File: config.mk
export PLATFORM = sky130hd
export DESIGN_NAME = fssi_state_ind
export DESIGN_NICKNAME = d
export VERILOG_FILES = /design/src/design/fssi_blink.v /design/src/design/fssi_state_ind.v
export VERILOG_INCLUDE_DIRS = /design/src /design/src/design
export SDC_FILE = /design/constraint.sdc
export NUM_CORES = 1
export LEC_CHECK = 0
export BUFFER_PORTS_ARGS = -buffer_cell sky130_fd_sc_hd__buf_2
export CORE_ASPECT_RATIO = 1.2
export CORE_MARGIN = 4
export CORE_UTILIZATION = 46
export DETAILED_ROUTE_END_ITERATION = 8
export GPL_TIMING_DRIVEN = 0
export PLACE_DENSITY = 0.74
export SLEW_MARGIN = 5
export SYNTH_ARGS = -nofsm -noshare
export SYNTH_HDL_FRONTEND = slang
export SYNTH_SLANG_ARGS = --single-unit
export TNS_END_PERCENT = 5
File: constraint.sdc
create_clock -name clk -period 9.3 [get_ports clk]
set_input_delay 0.93 -clock clk [delete_from_list [all_inputs] [get_ports clk]]
set_output_delay 0.93 -clock clk [all_outputs]
set_load 0.005 [all_outputs]
File: src/design/fssi_regs.vh
`ifndef FSSI_REGS_VH
`define FSSI_REGS_VH

// ----------------------------------------
// Slave states
// ----------------------------------------
`define FSSI_ST_INIT 2'h0
`define FSSI_ST_PREOP 2'h1
`define FSSI_ST_SAFEOP 2'h2
`define FSSI_ST_OP 2'h3

// ----------------------------------------
// Reset values
// ----------------------------------------
`define FSSI_RST_STATE 2'h0
`define FSSI_RST_UPSTREAM 1'h0

// ----------------------------------------
// Blink timing
// ----------------------------------------
// 200 ms per tick at 20 MHz
`define FSSI_BLINK_CYC 23'h3D0900
`define FSSI_PHASE_LAST 3'h7
`define FSSI_PHASE_SECOND 3'h2

`endif

File: src/design/fssi_blink.v
`timescale 1ns/100ps
`include "fssi_regs.vh"

module fssi_blink #(
  parameter [22:0] TICK_CYC = `FSSI_BLINK_CYC
) (
  input wire clk,
  input wire rst,
  output reg tick,
  output reg flash,
  output reg single,
  output reg double
);

  reg [22:0] cnt_reg;
  reg [2:0] phase_reg;
  wire tick_next;

  assign tick_next = (cnt_reg == TICK_CYC - 23'h000001);

  // ----------------------------------------
  // Free-running tick and eight-tick frame
  // ----------------------------------------
  always @(posedge clk or posedge rst) begin
    if (rst) begin
      cnt_reg <= 23'h000000;
      phase_reg <= 3'h0;
      tick <= 1'b0;
    end else begin
      tick <= tick_next;
      if (tick_next) begin
        cnt_reg <= 23'h000000;
        if (phase_reg == `FSSI_PHASE_LAST)
          phase_reg <= 3'h0;
        else
          phase_reg <= phase_reg + 3'h1;
      end else begin
        cnt_reg <= cnt_reg + 23'h000001;
      end
    end
  end

  // ----------------------------------------
  // Patterns
  // ----------------------------------------
  always @(posedge clk or posedge rst) begin
    if (rst) begin
      flash <= 1'b0;
      single <= 1'b0;
      double <= 1'b0;
    end else begin
      flash <= ~phase_reg[0];
      single <= (phase_reg == 3'h0);
      double <= (phase_reg == 3'h0) || (phase_reg == `FSSI_PHASE_SECOND);
    end
  end

endmodule

File: src/design/fssi_state_ind.v
`timescale 1ns/100ps
`include "fssi_regs.vh"

// Function
// - Four states, transitions commanded by master except fatal error to Init and watchdog to SafeOp
// - Power-up in Init, master advances
// - Traffic allowed per state, staged
// - Transmit data out read-only, receive in
// - Service data only on request
// - Service writes only to read/write variables
// - Run LED shows state or fatal
// - Error LED shows error class pattern
// - Link LED off, steady, or flashing
// - Two ports, one upstream, other forwards
module fssi_state_ind #(
  parameter [22:0] TICK_CYC = `FSSI_BLINK_CYC
) (
  input wire clk,
  input wire rst,
  input wire state_req_valid,
  input wire [1:0] state_req,
  input wire fatal_err,
  input wire cfg_invalid,
  input wire unsol_change,
  input wire wdog_timeout,
  input wire app_fail,
  input wire err_clear,
  input wire sdo_req,
  input wire sdo_write,
  input wire sdo_var_rw,
  input wire sdo_var_pdo,
  input wire txpdo_req,
  input wire [31:0] txpdo_meas,
  input wire rxpdo_valid,
  input wire [31:0] rxpdo_data,
  input wire [1:0] link_up,
  input wire [1:0] link_act,
  output reg [1:0] cur_state,
  output reg state_refused,
  output reg sdo_ok,
  output reg sdo_reject,
  output reg txpdo_valid,
  output reg [31:0] txpdo_data,
  output reg rxpdo_accept,
  output reg [31:0] setpoint,
  output reg upstream_port,
  output reg upstream_valid,
  output reg forward_en,
  output reg run_green,
  output reg run_red,
  output reg err_red,
  output reg [1:0] link_led
);

  wire tick;
  wire flash;
  wire single;
  wire double;
  reg unsol_reg;
  reg wdog_reg;
  reg [1:0] act_reg;
  reg [1:0] act_seen_reg;
  reg [1:0] state_next;
  reg refused_next;

  // ----------------------------------------
  // Helpers
  // ----------------------------------------
  function sdo_open;
    input [1:0] st;
    begin
      sdo_open = (st != `FSSI_ST_INIT);
    end
  endfunction

  function txpdo_open;
    input [1:0] st;
    begin
      txpdo_open = (st == `FSSI_ST_SAFEOP) || (st == `FSSI_ST_OP);
    end
  endfunction

  fssi_blink #(
    .TICK_CYC(TICK_CYC)
  ) fssi_blink_i (
    .clk(clk),
    .rst(rst),
    .tick(tick),
    .flash(flash),
    .single(single),
    .double(double)
  );

  // ----------------------------------------
  // State machine
  // ----------------------------------------
  always @* begin
    state_next = cur_state;
    refused_next = 1'b0;
    if (fatal_err) begin
      state_next = `FSSI_ST_INIT;
    end else if (wdog_timeout && (cur_state == `FSSI_ST_OP)) begin
      state_next = `FSSI_ST_SAFEOP;
    end else if (state_req_valid) begin
      // Up one step, or down to any lower state
      if ((state_req == cur_state + 2'h1) && (cur_state != `FSSI_ST_OP))
        state_next = state_req;
      else if (state_req <= cur_state)
        state_next = state_req;
      else
        refused_next = 1'b1;
    end
  end

  always @(posedge clk or posedge rst) begin
    if (rst) begin
      cur_state <= `FSSI_RST_STATE;
      state_refused <= 1'b0;
    end else begin
      cur_state <= state_next;
      state_refused <= refused_next;
    end
  end

  // ----------------------------------------
  // Traffic gating
  // ----------------------------------------
  always @(posedge clk or posedge rst) begin
    if (rst) begin
      sdo_ok <= 1'b0;
      sdo_reject <= 1'b0;
      txpdo_valid <= 1'b0;
      txpdo_data <= 32'h00000000;
      rxpdo_accept <= 1'b0;
      setpoint <= 32'h00000000;
    end else begin
      // Answered only per request, never cyclic
      sdo_ok <= 1'b0;
      sdo_reject <= 1'b0;
      if (sdo_req) begin
        if (!sdo_open(cur_state))
          sdo_reject <= 1'b1;
        else if (sdo_write && (!sdo_var_rw || sdo_var_pdo))
          sdo_reject <= 1'b1;
        else
          sdo_ok <= 1'b1;
      end
      txpdo_valid <= txpdo_req && txpdo_open(cur_state);
      if (txpdo_req && txpdo_open(cur_state))
        txpdo_data <= txpdo_meas;
      rxpdo_accept <= rxpdo_valid && (cur_state == `FSSI_ST_OP);
      if (rxpdo_valid && (cur_state == `FSSI_ST_OP))
        setpoint <= rxpdo_data;
    end
  end

  // ----------------------------------------
  // Port roles
  // ----------------------------------------
  always @(posedge clk or posedge rst) begin
    if (rst) begin
      upstream_port <= `FSSI_RST_UPSTREAM;
      upstream_valid <= 1'b0;
      forward_en <= 1'b0;
    end else begin
      if (!upstream_valid) begin
        if (link_up[0]) begin
          upstream_port <= 1'b0;
          upstream_valid <= 1'b1;
        end else if (link_up[1]) begin
          upstream_port <= 1'b1;
          upstream_valid <= 1'b1;
        end
      end else if (!link_up[upstream_port]) begin
        upstream_valid <= 1'b0;
      end
      forward_en <= upstream_valid && link_up[upstream_port] &&
                    link_up[~upstream_port];
    end
  end

  // ----------------------------------------
  // Error latches, set wins over clear
  // ----------------------------------------
  always @(posedge clk or posedge rst) begin
    if (rst) begin
      unsol_reg <= 1'b0;
      wdog_reg <= 1'b0;
      act_reg <= 2'h0;
      act_seen_reg <= 2'h0;
    end else begin
      if (unsol_change)
        unsol_reg <= 1'b1;
      else if (err_clear)
        unsol_reg <= 1'b0;
      if (wdog_timeout)
        wdog_reg <= 1'b1;
      else if (err_clear)
        wdog_reg <= 1'b0;
      // Activity gathered over one tick window
      if (tick) begin
        act_seen_reg <= act_reg | link_act;
        act_reg <= link_act;
      end else begin
        act_reg <= act_reg | link_act;
      end
    end
  end

  // ----------------------------------------
  // Indicators
  // ----------------------------------------
  always @(posedge clk or posedge rst) begin
    if (rst) begin
      run_green <= 1'b0;
      run_red <= 1'b0;
      err_red <= 1'b0;
      link_led <= 2'h0;
    end else begin
      run_red <= fatal_err;
      if (fatal_err) begin
        run_green <= 1'b0;
      end else begin
        case (cur_state)
          `FSSI_ST_OP: run_green <= 1'b1;
          `FSSI_ST_PREOP: run_green <= flash;
          `FSSI_ST_SAFEOP: run_green <= single;
          default: run_green <= 1'b0;
        endcase
      end
      if (app_fail)
        err_red <= 1'b1;
      else if (wdog_reg)
        err_red <= double;
      else if (unsol_reg)
        err_red <= single;
      else if (cfg_invalid)
        err_red <= flash;
      else
        err_red <= 1'b0;
      link_led[0] <= link_up[0] && (!act_seen_reg[0] || flash);
      link_led[1] <= link_up[1] && (!act_seen_reg[1] || flash);
    end
  end

endmodule

==> flow_summary_export.csv <==
group,metric,value,unit
setup_path,startpoint_type,"flip-flop",
sta,finalHoldViolations,0,
die,rows,40,
clock_network,cts_setup_buffers,0,
setup_path,reg2regPathDepth,4,
routing,detail-route-antenna-nets,0,
sta,min_period,2060,ps
setup_path,slowest_stage,"buf_1",
synth,netlist.area_leader.share,0.613,
routing,finalWirelength,10900,µm
power,ir_drop,0.000132,V
routing,drt-pass1-iter-count,4,
die,die_h,119,µm
die,initial_core_util,0.469,
setup_path,crit_arrival,2340,ps
finish,multi_input_area,1710,µm²
die,core_area,10000,µm²
power,power,1.63,mW
synth,synth.area.top_cells,"dfrtp_1 (61%), mux2_2 (16%), ha_1 (2.9%)",
synth,synth_most_common_cell,"dfrtp_1",
finish,fillers,759,
synth,synth_edf_count,0,
grt,grt_pass1_vias,3600,
synth,synthArstFlopShare,1.00,
synth,synthMuxAreaShare,0.158,
finish,drive_above_1_share,0.505,
grt,grt_use_total,0.187,
routing,wl_per_cell,16.3,µm
job,cap_violations,0,
routing,route.met3.wl,692,µm
synth,synth.yosys.seq_area_share,0.613,
setup_path,end_kind,"flip-flop",
routing,drt-met1-wl,4320,µm
grt,grt_pass1_wl,17600,µm
setup_path,critPathKind,"reg -> reg",
placed_design,numPortBuffers,163,
die,ios,164,
synth,synth_top_family_by_area,"multiplexers",
finish,diodes,0,
synth,ys_top_cells_by_count,"dfrtp_1 (115), mux2_2 (65), a21oi_1 (15), inv_1 (15), nor2_1 (14)",
sta,slew_headroom,0.637,
routing,top_layer_used,"met4",
synth,synthAdderAreaFrac,0.0293,
synth,synthFlopType,"dfrtp_1",
setup_path,crit_chain,"ha_1, nand2_1, buf_1, mux2_2",
finish,area.growth.synth_to_final,34.9,%
synth,postSynthAreaPerCell,13.5,µm²
sta,setup-tns-final,0,ps
placed_design,routabilityCongestion,0.773,
synth,synthSimpleGateAreaFrac,0.0991,
clock_network,cts_sinks,115,
grt,grt_max_degree,88,
synth,synth_compound_area_frac,0.0480,
synth,syn-instance-count,347,
synth,ys_types,46,
clock_network,htree_num_levels,4,
clock_network,cts-hold-fix-buffers,0,
sta,clock_skew,5.14,ps
sta,fmax,484,MHz
grt,gr-total-overflow,0,
clock_network,cts_resized,0,
clock_network,cts.root.buffer_cell,"clkbuf_16",
grt,antenna_found_initial,0,
sta,drv_slew,0,
finish,seqCellArea,2880,µm²
setup_path,crit_buf_inv,1,
clock_network,clock_path_buffers,2,
clock_network,clkTransAtPathRegs,50,ps
sta,post-route-period-util,0.222,
sta,grt_setup_unrepaired,"false",
setup_path,worst_path_largest_cell_delay,470,ps
routing,vias_per_cell,5.15,
sta,tightest_slew,545,ps
die,die_area,11900,µm²
run_status,outcome,"completed",
clock_network,cts_tree,"yes",
power,p_leak,3.27,nW
synth,syn-cell-area,4690,µm²
synth,synth-xor-area-share,0.0299,
synth,syn_nets,443,
worst_hold_path,min_path_type,"reg -> reg",
synth,yosysTopAreaCell,"dfrtp_1",
routing,vias,3445,
synth,yosysWarnings,0,
routing,drt-initial-drc-count,101,
sta,timing.hold.ws,457,ps
placed_design,place_hpwl,7940,µm
clock_network,insertion_delay,400,ps
routing,wl_met2,5750,µm
setup_path,cpLargestDelayFamily,"buffers and inverters",
power,powerDensity,257,nW/µm²
setup_path,r2r_setup_slack,7240,ps
setup_path,cp_max_fo,10,
sta,setup_viol,0,
finish,final_nets,626,
setup_path,critPathRequiredTime,9580,ps
setup_path,cp.depth,4,
die,die_w,100,µm
routing,drc,0,
clock_network,numCtsBuffers,17,
synth,yosys_register_bits,115,
worst_hold_path,whs_path_depth,1,
## cell families (layout without fill, tap and decap cells)
kind of cell | Yosys count | in the layout
DFF | 115 | 115
and+or+nand+nor | 77 | 77
muxes | 66 | 66
AOI/OAI and AO/OA | 37 | 37
buffers and inverters | 25 | 221
xor gates and xnor gates | 16 | 16
adders and majority gates | 11 | 11
## worst register-to-register path, stage by stage (launching register included)
cell,delay [ps]
dfrtp_1,460
ha_1,330
nand2_1,270
buf_1,480
mux2_2,410
## where the power goes
part           internal [mW]  switching, mW  total [mW]  leakage (nW)
logic                  0.168          0.116       0.283          1.52
clock network          0.461          0.224       0.685         0.297
registers              0.609         0.0530       0.662          1.45
total                   1.24          0.392        1.63          3.27
## per-layer routing
metal	up-vias	GRT usage
li1	1597	-
met1	1713	0.216
met2	125	0.329
met3	10	0.0537
met4	0	0.0640
met5	-	0
## cell type report
cell class / instances / area share
Buffer: 10 / 0.00790
Clock buffer: 19 / 0.0715
Clock inverter: 13 / 0.0286
Inverter: 15 / 0.00968
Multi-Input combinational cell: 207 / 0.270
Sequential cell: 115 / 0.454
Tap cell: 126 / 0.0249
Timing Repair Buffer: 164 / 0.133
## final timing paths
path	to	start
setup reg to reg	setpoint[9]	cur_state[0]
max in group asynchronous	txpdo_data[17]	rst
hold reg to reg	err_red	fssi_blink_i.double
min in group asynchronous	setpoint[29]	rst
hold / removal	err_red	fssi_blink_i.double
setup / recovery	setpoint[9]	cur_state[0]
## stage by stage
step | cells | cell area, µm² | utilization | worst slack [ps]
after floorplan | 347 | 4690 | - | 5330
after global placement | 636 | 5670 | 0.566 | 4190
after detailed placement | 637 | 5700 | 0.570 | 6970
after CTS | 669 | 6330 | 0.633 | 7200
after global routing | 669 | 6330 | 0.633 | 7090
final | 669 | 6330 | 0.633 | 7240
## placed cells by master (no fill, tap or decap), drive strengths merged, types with 2 or more instances in the layout
| cell | n |
|---|---|
| clkbuf | 20 |
| mux2 | 65 |
| nor2b | 4 |
| nand4 | 8 |
| nor2 | 15 |
| ha | 11 |
| inv | 16 |
| dfrtp | 115 |
| xnor2 | 8 |
| a21oi | 15 |
| and4 | 6 |
| nand2 | 11 |
| nand2b | 3 |
| and2 | 3 |
| nand4b | 2 |
| or3 | 2 |
| xor2 | 8 |
| clkinv | 3 |
| and3 | 4 |
| clkinvlp | 5 |
| nor3 | 3 |
| a21o | 5 |
| bufinv | 4 |
| or4 | 2 |
| buf | 173 |
| o21ai | 9 |
| nand3 | 9 |
Note: power is estimated with default switching activity, not from simulation.
